`config.mk`:
```
export PLATFORM = sky130hd
export DESIGN_NAME = sia_core
export DESIGN_NICKNAME = d
export VERILOG_FILES = /design/src/rtl/sia_pkg.sv /design/src/rtl/sia_core.sv
export SDC_FILE = /design/constraint.sdc
export NUM_CORES = 1
export LEC_CHECK = 0
export ABC_AREA = 1
export BUFFER_PORTS_ARGS = -buffer_cell sky130_fd_sc_hd__buf_2
export CORE_ASPECT_RATIO = 0.8
export CORE_MARGIN = 4
export CORE_UTILIZATION = 50
export DETAILED_ROUTE_END_ITERATION = 10
export PLACE_DENSITY = 0.67
export SYNTH_ARGS = -nofsm -noshare
export SYNTH_HDL_FRONTEND = slang
export SYNTH_SLANG_ARGS = --single-unit
```
`constraint.sdc`:
```
create_clock -name clk -period 10.8 [get_ports clk]
set_clock_uncertainty 0.2 [all_clocks]
set_input_delay 1.08 -clock clk [delete_from_list [all_inputs] [get_ports clk]]
set_output_delay 1.08 -clock clk [all_outputs]
set_load 0.1 [all_outputs]
```
`src/rtl/sia_pkg.sv`:
```
`default_nettype none
package sia_pkg;
  // ----------------------------------------------------------------
  // Register offsets (word index, byte address = 4 * index)
  // ----------------------------------------------------------------
  localparam logic [3:0] REG_STACK_INDEX = 4'h0;
  localparam logic [3:0] REG_STACK_TOP_LOW = 4'h1;
  localparam logic [3:0] REG_STACK_TOP_HIGH = 4'h2;
  localparam logic [3:0] REG_STATUS = 4'h3;
  localparam logic [3:0] REG_CONFIG = 4'h4;
  localparam logic [3:0] REG_FSEL0_LOW = 4'h5;
  localparam logic [3:0] REG_FSEL0_HIGH = 4'h6;
  localparam logic [3:0] REG_FSEL1_LOW = 4'h7;
  localparam logic [3:0] REG_FSEL1_HIGH = 4'h8;
  // ----------------------------------------------------------------
  // Field positions and reset values
  // ----------------------------------------------------------------
  localparam int STATUS_OVER_BIT = 0;
  localparam int STATUS_UNDER_BIT = 1;
  localparam int CONFIG_FAULT_EN_BIT = 0;
  localparam logic [4:0] STACK_INDEX_RESET = 5'h1f;
  localparam logic [4:0] STACK_TOP_ENTRY = 5'h0f;
  localparam int STACK_DEPTH = 16;
  localparam int PC_W = 15;
  // ----------------------------------------------------------------
  // Indirect address map
  // ----------------------------------------------------------------
  localparam logic [15:0] TRAD_LAST = 16'h0fff;
  localparam logic [15:0] LIN_BASE = 16'h2000;
  localparam logic [15:0] LIN_LAST = 16'h29af;
  localparam logic [15:0] BANK_SIZE = 16'h0080;
  localparam logic [6:0] GP_BLOCK_START = 7'h20;
  localparam logic [6:0] GP_BLOCK_LEN = 7'h50;
  localparam logic [6:0] IND0_OFFSET = 7'h00;
  localparam logic [6:0] IND1_OFFSET = 7'h01;
  localparam logic [7:0] FLASH_WAIT = 8'h01;

  typedef enum logic [1:0] {
    SIA_IDLE  = 2'b00,
    SIA_FLASH = 2'b01,
    SIA_DONE  = 2'b10
  } sia_state_e;

  typedef struct packed {
    logic        push;
    logic        pop;
    logic [14:0] pc;
  } sia_stack_req_s;
endpackage : sia_pkg
`default_nettype wire

```
`src/rtl/sia_core.sv`:
```
// Our own choices: the Avalon-MM interface to the registers and the placing of the registers.
`default_nettype none
// How it works
// - Software picks entry via stack index, reads/writes it via top pair.
// - Stack index is five bits to show out-of-range values.
// - Calls and interrupt entry increment index; returns decrement it.
// - Push increments then stores pc; pop reads pc then decrements.
// - After reset stack empty, index at 0x1f.
// - Fault reset enabled and empty stack: top reads zero.
// - Fault reset disabled and empty stack: top reads entry 0x0f.
// - With fault reset on, overflow/underflow resets and sets flag.
// - Indirect window access goes to file select pointer address.
// - Pointer at indirect window: read zero, write suppressed.
// - Pointer is high and low byte concatenated, 16 bits.
// - Addresses 0x000 to 0xfff map straight to data memory.
// - 0x2000 to 0x29af linearly join 80-byte bank blocks.
// - Unimplemented indirect reads return 0x00.
// - Linear region excludes 16-byte common memory.
// - Pointer msb set: low 15 bits address flash, low byte returned.
// - Indirect writes to flash are ignored.
// - Flash access through indirect path takes one extra cycle.
// - Stack holds 16 entries of 15 bits outside memory spaces.
// - Fault reset off: stack wraps, flags still set.
module sia_core
  import sia_pkg::*;
#(
  parameter int DEPTH = STACK_DEPTH
) (
  input  wire logic        clk,
  input  wire logic        rst,
  input  wire logic        ce,
  input  wire logic [5:0]  avs_address,
  input  wire logic        avs_read,
  input  wire logic        avs_write,
  input  wire logic [31:0] avs_writedata,
  output logic      [31:0] avs_readdata,
  output logic             avs_waitrequest,
  input  wire logic        stk_push,
  input  wire logic        stk_pop,
  input  wire logic [14:0] stk_pc_in,
  output logic      [14:0] stk_pc_out,
  output logic             stack_fault_reset,
  input  wire logic        ind_req,
  input  wire logic        ind_sel,
  input  wire logic        ind_we,
  input  wire logic [7:0]  ind_wdata,
  output logic             ind_done,
  output logic      [7:0]  ind_rdata,
  output logic             mem_we,
  output logic      [11:0] mem_addr,
  output logic      [7:0]  mem_wdata,
  input  wire logic [7:0]  mem_rdata,
  input  wire logic        mem_hit,
  output logic      [14:0] flash_addr,
  input  wire logic [13:0] flash_rdata
);
  // ----------------------------------------------------------------
  // Address decode
  // ----------------------------------------------------------------
  function automatic logic [12:0] lin_map(input logic [15:0] a);
    logic [15:0] off;
    logic [15:0] bank;
    logic [15:0] rem;
    off  = a - LIN_BASE;
    bank = off / {9'h000, GP_BLOCK_LEN};
    rem  = off - bank * {9'h000, GP_BLOCK_LEN};
    lin_map = {bank[5:0], GP_BLOCK_START} + {6'h00, rem[6:0]};
  endfunction : lin_map

  function automatic logic is_window(input logic [15:0] a);
    is_window = (a[15:7] == 9'h000) &&
                (a[6:0] == IND0_OFFSET || a[6:0] == IND1_OFFSET);
  endfunction : is_window

  // ----------------------------------------------------------------
  // State
  // ----------------------------------------------------------------
  logic [14:0] stack_mem [DEPTH];
  logic [4:0]  stack_index;
  logic        stack_over_flag;
  logic        stack_under_flag;
  logic        stack_fault_reset_enable;
  logic [7:0]  fsel_low  [2];
  logic [7:0]  fsel_high [2];
  sia_state_e  state;
  logic [7:0]  wait_cnt;

  logic [4:0]  next_stack_index;
  logic        next_over;
  logic        next_under;
  logic        next_fault;
  logic [14:0] next_pc_out;
  logic        stack_wr;
  logic [3:0]  stack_wr_idx;
  logic [14:0] stack_wr_val;
  logic [31:0] next_rdata;
  logic        next_wait;
  logic        next_enable;
  logic [7:0]  next_fl [2];
  logic [7:0]  next_fh [2];
  sia_state_e  next_state;
  logic [7:0]  next_wait_cnt;
  logic        next_done;
  logic [7:0]  next_ind_rdata;
  logic        next_mem_we;
  logic [11:0] next_mem_addr;
  logic [7:0]  next_mem_wdata;
  logic [14:0] next_flash_addr;

  logic        bus_req;
  logic [3:0]  reg_idx;
  logic [15:0] fsel_ptr;
  logic [14:0] top_val;
  logic        empty;

  assign bus_req = (avs_read || avs_write) && avs_waitrequest;
  assign reg_idx = avs_address[5:2];
  assign fsel_ptr = {fsel_high[ind_sel], fsel_low[ind_sel]};
  assign empty = (stack_index == STACK_INDEX_RESET);
  always_comb begin
    if (empty && stack_fault_reset_enable) begin
      top_val = '0;
    end else begin
      top_val = stack_mem[stack_index[3:0]];
    end
  end

  // ----------------------------------------------------------------
  // Stack and register bus
  // ----------------------------------------------------------------
  always_comb begin
    next_stack_index = stack_index;
    next_over        = stack_over_flag;
    next_under       = stack_under_flag;
    next_fault       = 1'b0;
    next_pc_out      = stk_pc_out;
    stack_wr         = 1'b0;
    stack_wr_idx     = '0;
    stack_wr_val     = '0;
    next_rdata       = avs_readdata;
    next_wait        = 1'b1;
    next_enable      = stack_fault_reset_enable;
    next_fl          = fsel_low;
    next_fh          = fsel_high;
    if (bus_req) begin
      next_wait  = 1'b0;
      next_rdata = '0;
      if (avs_read) begin
        case (reg_idx)
          REG_STACK_INDEX:    next_rdata = {27'h0, stack_index};
          REG_STACK_TOP_LOW:  next_rdata = {24'h0, top_val[7:0]};
          REG_STACK_TOP_HIGH: next_rdata = {25'h0, top_val[14:8]};
          REG_STATUS: next_rdata = {30'h0, stack_under_flag,
                                    stack_over_flag};
          REG_CONFIG: next_rdata = {31'h0, stack_fault_reset_enable};
          REG_FSEL0_LOW:  next_rdata = {24'h0, fsel_low[0]};
          REG_FSEL0_HIGH: next_rdata = {24'h0, fsel_high[0]};
          REG_FSEL1_LOW:  next_rdata = {24'h0, fsel_low[1]};
          REG_FSEL1_HIGH: next_rdata = {24'h0, fsel_high[1]};
          default:        next_rdata = '0;
        endcase
      end else begin
        case (reg_idx)
          REG_STACK_INDEX: next_stack_index = avs_writedata[4:0];
          REG_STACK_TOP_LOW: begin
            stack_wr     = 1'b1;
            stack_wr_idx = stack_index[3:0];
            stack_wr_val = {top_val[14:8], avs_writedata[7:0]};
          end
          REG_STACK_TOP_HIGH: begin
            stack_wr     = 1'b1;
            stack_wr_idx = stack_index[3:0];
            stack_wr_val = {avs_writedata[6:0], top_val[7:0]};
          end
          REG_STATUS: begin
            next_over  = stack_over_flag & avs_writedata[STATUS_OVER_BIT];
            next_under = stack_under_flag & avs_writedata[STATUS_UNDER_BIT];
          end
          REG_CONFIG: next_enable = avs_writedata[CONFIG_FAULT_EN_BIT];
          REG_FSEL0_LOW:  next_fl[0] = avs_writedata[7:0];
          REG_FSEL0_HIGH: next_fh[0] = avs_writedata[7:0];
          REG_FSEL1_LOW:  next_fl[1] = avs_writedata[7:0];
          REG_FSEL1_HIGH: next_fh[1] = avs_writedata[7:0];
          default: ;
        endcase
      end
    end
    // Core events win over a bus write in the same cycle
    if (stk_push) begin
      next_stack_index = stack_index + 5'h01;
      if (stack_index == 5'h0f) begin
        next_over  = 1'b1;
        next_fault = stack_fault_reset_enable;
        next_stack_index = 5'h00;
      end
      stack_wr     = 1'b1;
      stack_wr_idx = next_stack_index[3:0];
      stack_wr_val = stk_pc_in;
    end else if (stk_pop) begin
      next_pc_out      = top_val;
      next_stack_index = stack_index - 5'h01;
      if (empty) begin
        next_under = 1'b1;
        next_fault = stack_fault_reset_enable;
        next_stack_index = 5'h0e;
      end
    end
    if (stack_fault_reset) begin
      next_stack_index = STACK_INDEX_RESET;
    end
  end

  always_ff @(posedge clk) begin
    if (rst) begin
      stack_index              <= STACK_INDEX_RESET;
      stack_over_flag          <= 1'b0;
      stack_under_flag         <= 1'b0;
      stack_fault_reset        <= 1'b0;
      stk_pc_out               <= '0;
      avs_readdata             <= '0;
      avs_waitrequest          <= 1'b1;
      stack_fault_reset_enable <= 1'b1;
      fsel_low                 <= '{default: 8'h00};
      fsel_high                <= '{default: 8'h00};
    end else if (ce) begin
      stack_index              <= next_stack_index;
      stack_over_flag          <= next_over;
      stack_under_flag         <= next_under;
      stack_fault_reset        <= next_fault;
      stk_pc_out               <= next_pc_out;
      avs_readdata             <= next_rdata;
      avs_waitrequest          <= next_wait;
      stack_fault_reset_enable <= next_enable;
      fsel_low                 <= next_fl;
      fsel_high                <= next_fh;
    end
  end

  // Stack array kept without reset, outside memory spaces
  always_ff @(posedge clk) begin
    if (ce && stack_wr) begin
      stack_mem[stack_wr_idx] <= stack_wr_val;
    end
  end

  // ----------------------------------------------------------------
  // Indirect access
  // ----------------------------------------------------------------
  always_comb begin
    next_state      = state;
    next_wait_cnt   = wait_cnt;
    next_done       = 1'b0;
    next_ind_rdata  = ind_rdata;
    next_mem_we     = 1'b0;
    next_mem_addr   = mem_addr;
    next_mem_wdata  = mem_wdata;
    next_flash_addr = flash_addr;
    case (state)
      SIA_IDLE: begin
        if (ind_req) begin
          if (fsel_ptr[15]) begin
            next_flash_addr = fsel_ptr[14:0];
            next_wait_cnt   = FLASH_WAIT;
            next_state      = SIA_FLASH; // no write issued
          end else if (is_window(fsel_ptr)) begin
            next_ind_rdata = 8'h00;
            next_done      = 1'b1;
          end else if (fsel_ptr <= TRAD_LAST) begin
            next_mem_addr  = fsel_ptr[11:0];
            next_mem_we    = ind_we;
            next_mem_wdata = ind_wdata;
            next_state     = SIA_DONE;
          end else if (fsel_ptr >= LIN_BASE && fsel_ptr <= LIN_LAST) begin
            next_mem_addr  = 12'(lin_map(fsel_ptr));
            next_mem_we    = ind_we;
            next_mem_wdata = ind_wdata;
            next_state     = SIA_DONE;
          end else begin
            next_ind_rdata = 8'h00;
            next_done      = 1'b1;
          end
        end
      end
      SIA_FLASH: begin
        if (wait_cnt == 8'h00) begin
          next_ind_rdata = flash_rdata[7:0];
          next_done      = 1'b1;
          next_state     = SIA_IDLE;
        end else begin
          next_wait_cnt = wait_cnt - 8'h01;
        end
      end
      SIA_DONE: begin
        next_ind_rdata = mem_hit ? mem_rdata : 8'h00;
        next_done      = 1'b1;
        next_state     = SIA_IDLE;
      end
      default: next_state = SIA_IDLE;
    endcase
  end

  always_ff @(posedge clk) begin
    if (rst) begin
      state      <= SIA_IDLE;
      wait_cnt   <= '0;
      ind_done   <= 1'b0;
      ind_rdata  <= '0;
      mem_we     <= 1'b0;
      mem_addr   <= '0;
      mem_wdata  <= '0;
      flash_addr <= '0;
    end else if (ce) begin
      state      <= next_state;
      wait_cnt   <= next_wait_cnt;
      ind_done   <= next_done;
      ind_rdata  <= next_ind_rdata;
      mem_we     <= next_mem_we;
      mem_addr   <= next_mem_addr;
      mem_wdata  <= next_mem_wdata;
      flash_addr <= next_flash_addr;
    end
  end

  // ----------------------------------------------------------------
  // Checks
  // ----------------------------------------------------------------
  property p_reset_index;
    @(posedge clk) rst |=> stack_index == 5'h1f;
  endproperty
  a_reset_index: assert property (p_reset_index)
    else $error("index not 0x1f after reset");

  property p_push_inc;
    @(posedge clk) disable iff (rst)
      ce && stk_push && stack_index < 5'h0f && !stack_fault_reset
      |=> stack_index == $past(stack_index) + 5'h01;
  endproperty
  a_push_inc: assert property (p_push_inc)
    else $error("push did not increment index");

  property p_pop_dec;
    @(posedge clk) disable iff (rst)
      ce && !stk_push && stk_pop && stack_index != 5'h1f &&
      stack_index != 5'h00 && !stack_fault_reset
      |=> stack_index == $past(stack_index) - 5'h01;
  endproperty
  a_pop_dec: assert property (p_pop_dec)
    else $error("pop did not decrement index");

  property p_push_store;
    @(posedge clk) disable iff (rst)
      ce && stk_push && stack_index < 5'h0f && !stack_fault_reset
      |=> stack_mem[stack_index[3:0]] == $past(stk_pc_in);
  endproperty
  a_push_store: assert property (p_push_store)
    else $error("pushed pc not at new top");

  property p_over_fault;
    @(posedge clk) disable iff (rst)
      ce && stk_push && stack_index == 5'h0f && stack_fault_reset_enable
      |=> stack_fault_reset && stack_over_flag ##1 stack_index == 5'h1f;
  endproperty
  a_over_fault: assert property (p_over_fault)
    else $error("overflow did not reset");

  property p_wrap_flag;
    @(posedge clk) disable iff (rst)
      ce && stk_push && stack_index == 5'h0f && !stack_fault_reset_enable
      |=> stack_over_flag && stack_index == 5'h00 && !stack_fault_reset;
  endproperty
  a_wrap_flag: assert property (p_wrap_flag)
    else $error("wrap or flag wrong");

  property p_empty_zero;
    @(posedge clk) disable iff (rst) ce && stk_pop && !stk_push &&
      empty && stack_fault_reset_enable |=> stk_pc_out == 15'h0000;
  endproperty
  a_empty_zero: assert property (p_empty_zero)
    else $error("empty top not zero");

  property p_flash_wait;
    @(posedge clk) disable iff (rst)
      ce && state == SIA_IDLE && ind_req && fsel_ptr[15]
      |=> !ind_done ##1 !ind_done ##1 ind_done && !mem_we;
  endproperty
  a_flash_wait: assert property (p_flash_wait)
    else $error("flash access timing wrong");

  property p_window_zero;
    @(posedge clk) disable iff (rst)
      ce && state == SIA_IDLE && ind_req && is_window(fsel_ptr)
      |=> ind_done && ind_rdata == 8'h00 && !mem_we;
  endproperty
  a_window_zero: assert property (p_window_zero)
    else $error("window self access not suppressed");
endmodule : sia_core
`default_nettype wire

```
==> impl_metrics.tcl <==
set metrics [dict create \
    status "completed" \
    finalSetupViolations 0 \
    dr.pass1.iters 5 \
    yosysTopAreaCellShare_pct 42.18 \
    dieArea_mm2 0.03721 \
    grt_pass1_wl_um 72710 \
    cts_buffer_depth 3 \
    postCtsSetupBuffers 0 \
    slowest_stage "buf_2" \
    ff_latch_area_mm2 0.009693 \
    synthTopCellsByArea "edfxtp_1, dfxtp_1, o21ai_0, nand2_1, nor2_1" \
    timing.setup.tns_ns 0 \
    syn_area_mm2 0.01709 \
    layoutNonFillerInstCount 2403 \
    slowest_delay_ns 0.48 \
    period_needed_ns 9.285 \
    htree_levels 2 \
    timing.slew.headroom_pct 25.62 \
    yosysWarnings 0 \
    period_share_pct 85.97 \
    worstHoldEndpoint "flash_addr[9]" \
    clock_insertion_delay_worst_skew_ns 0.53 \
    cts_num_sinks 364 \
    die_h_um 173.3 \
    ios 188 \
    crit_path_start_kind "primary input" \
    reg2regPathDepth 50 \
    ant_nets 0 \
    worst_pin_slew_ns 1.112 \
    drc 0 \
    synth-edff-count 240 \
    multi_input_area_mm2 0.006364 \
    tritoncts.num_buffers 37 \
    critPathMostFrequentCell "nand3_1" \
    cts_tree "built" \
    synth_flop_cell "edfxtp_1" \
    max_freq_mhz 107.7 \
    hold_buffers 0 \
    root_buffer "clkbuf_16" \
    final_hold_viol_count 0 \
    crit_type "primary input to flip-flop" \
    drive_above_1_share_pct 14.73 \
    regToRegEndpoint "mem_addr[9]" \
    syn_area_per_cell_um2 9.301 \
    end_kind "flip-flop" \
    antenna_found_initial 0 \
    vias 13820 \
    via_per_inst 5.749 \
    reg2reg_from "fsel_high[6]" \
    hp-start "flash_addr[9]" \
    ys_ff_latch 364 \
    busiest_layer "met2" \
    pre_cts_ws_ns 1.104 \
    grt_usage_pct 24.27 \
    reg2reg_setup_slack_ns 2.53 \
    synth-async-reset-ratio_pct 0 \
    irDropWorstVdd_mv 0.3844 \
    maxSlewViolCount 0 \
    worst_slack_ns 1.515 \
    num_antenna_cells 0 \
    fp.dieW_um 214.7 \
    rsz0062_at_grt "no" \
    yosysTopAreaCell "edfxtp_1" \
    seq_area_frac_synth_pct 56.71 \
    start_util_pct 50.80 \
    syn2layout_area_growth_pct 12.22 \
    p_per_area_mw_per_mm2 221.6 \
    drt_iter0_drc 1643 \
    place_congestion 0.8853 \
    yosysMostFrequentCell "nand2_1" \
    synth_cells 1837 \
    synthDistinctLibCells 57 \
    wirelength_um 47030 \
    core_area_mm2 0.03363 \
    portBuffers 131 \
    worstPathRequired_ns 10.99 \
    cap_violations 0 \
    p_leak_nw 7.593 \
    fill_cells 2923 \
    synthTopCellsByCount "nand2_1, edfxtp_1, nor2_1, o21ai_0, inv_1" \
    met1_usage_pct 35.96 \
    arrival_ns 9.47 \
    fin_nets 2051 \
    cts-resized-gates 0 \
    grt_pass1_vias 12790 \
    critPathMaxFanout 25 \
    overflow 0 \
    hold_path_class "flip-flop to flip-flop" \
    clk_pin_slew_ns 0.06 \
    hpwl_um 30830 \
    placed_cells 2338 \
    avgRoutedWirePerCell_um 19.57 \
    grt_max_degree 105 \
    rows 60 \
    gr-usage-met2_pct 36.59 \
    grt.met3_usage_pct 4.854 \
    min_path_cells 2 \
]
-- power breakdown --
part           total (mW)  switching [mW]  internal [mW]
Sequential           1.54          0.0195           1.52
Clock                1.21           0.523          0.691
Combinational        1.50            1.05          0.443
-- layout make-up --
cell class              count  area share [%]
clock buffers              51           5.364
clock inverters            14          0.5286
inverters                 152           2.976
multi-input cells        1228           33.19
flip-flops and latches    364           50.55
well taps                 434           2.832
repair buffers            160           4.555
-- flip-flops by register name (all words and copies together), names as in the netlist, 2 cells and up, named ones only --
signal	cells
avs_readdata	8
flash_addr	15
fsel_high	16
fsel_low	16
ind_rdata	8
mem_addr	12
mem_wdata	8
stack_index	5
stack_mem	240
state	2
stk_pc_out	15
wait_cnt	8
-- cell families after synthesis --
family	Yosys count	synth area share, %
mux	1	0.08054
compound gates	495	17.46
buf+inv	268	6.635
xor+xnor	9	0.4613
flops	364	56.71
fa+ha+maj	14	1.069
other cells	1	0.02195
simple gates	685	17.56
-- worst max path at each step --
stage               slack, ns  cells after the start           end     from
global placement         1.31                     54   mem_addr[9]  ind_sel
finish                   1.52                     52   mem_addr[9]  ind_sel
CTS                      1.63                     56   mem_addr[9]  ind_sel
global route             0.70                     55  mem_addr[11]  ind_sel
detailed placement       1.10                     54   mem_addr[9]  ind_sel
floorplan                3.12                     53  mem_addr[11]  ind_sel
-- worst max-delay path, delay by kind of cell --
family                   cells  cell delay [ns]
AND/OR/NAND/NOR             38             5.06
adder cells (fa/ha/maj)      4             1.28
buffers and inverters        4             0.83
XOR/XNOR                     2             0.55
AO/OA/AOI/OAI                3             0.35
multiplexers                 1             0.30
-- routing by layer --
metal / part of all wire, % / vias up
met4: 2.4 / 0
li1: - / 6626
met5: 0 / -
met1: 45 / 6503
met2: 44 / 611
met3: 9.2 / 75
-- through the flow --
stage / utilization, % / cell area (um2) / power, mW / hold slack [ns]
6_report: 57.01 / 19170 / 4.249 / 0.2419
5_1_grt: 57.01 / 19170 / 4.510 / 0.2626
4_1_cts: 57.01 / 19170 / 4.258 / 0.2445
3_5_place_dp: 53.65 / 18040 / 3.045 / 0.2341
3_3_place_gp: 53.65 / 18040 / 3.014 / 0.2333
2_1_floorplan: - / 17170 / 2.786 / 0.2221
-- placed cells by master (no fill, tap or decap), types with 61 or more instances in the layout --
master	synthesis	routed
dfxtp_1	124	123
o221ai_1	61	61
edfxtp_1	240	240
nor2_1	237	237
inv_1	128	126
o21ai_0	221	221
a21oi_1	121	121
buf_2	0	131
nand2_1	273	273
nand3_1	99	99
Power figures use the tool's default switching activity.
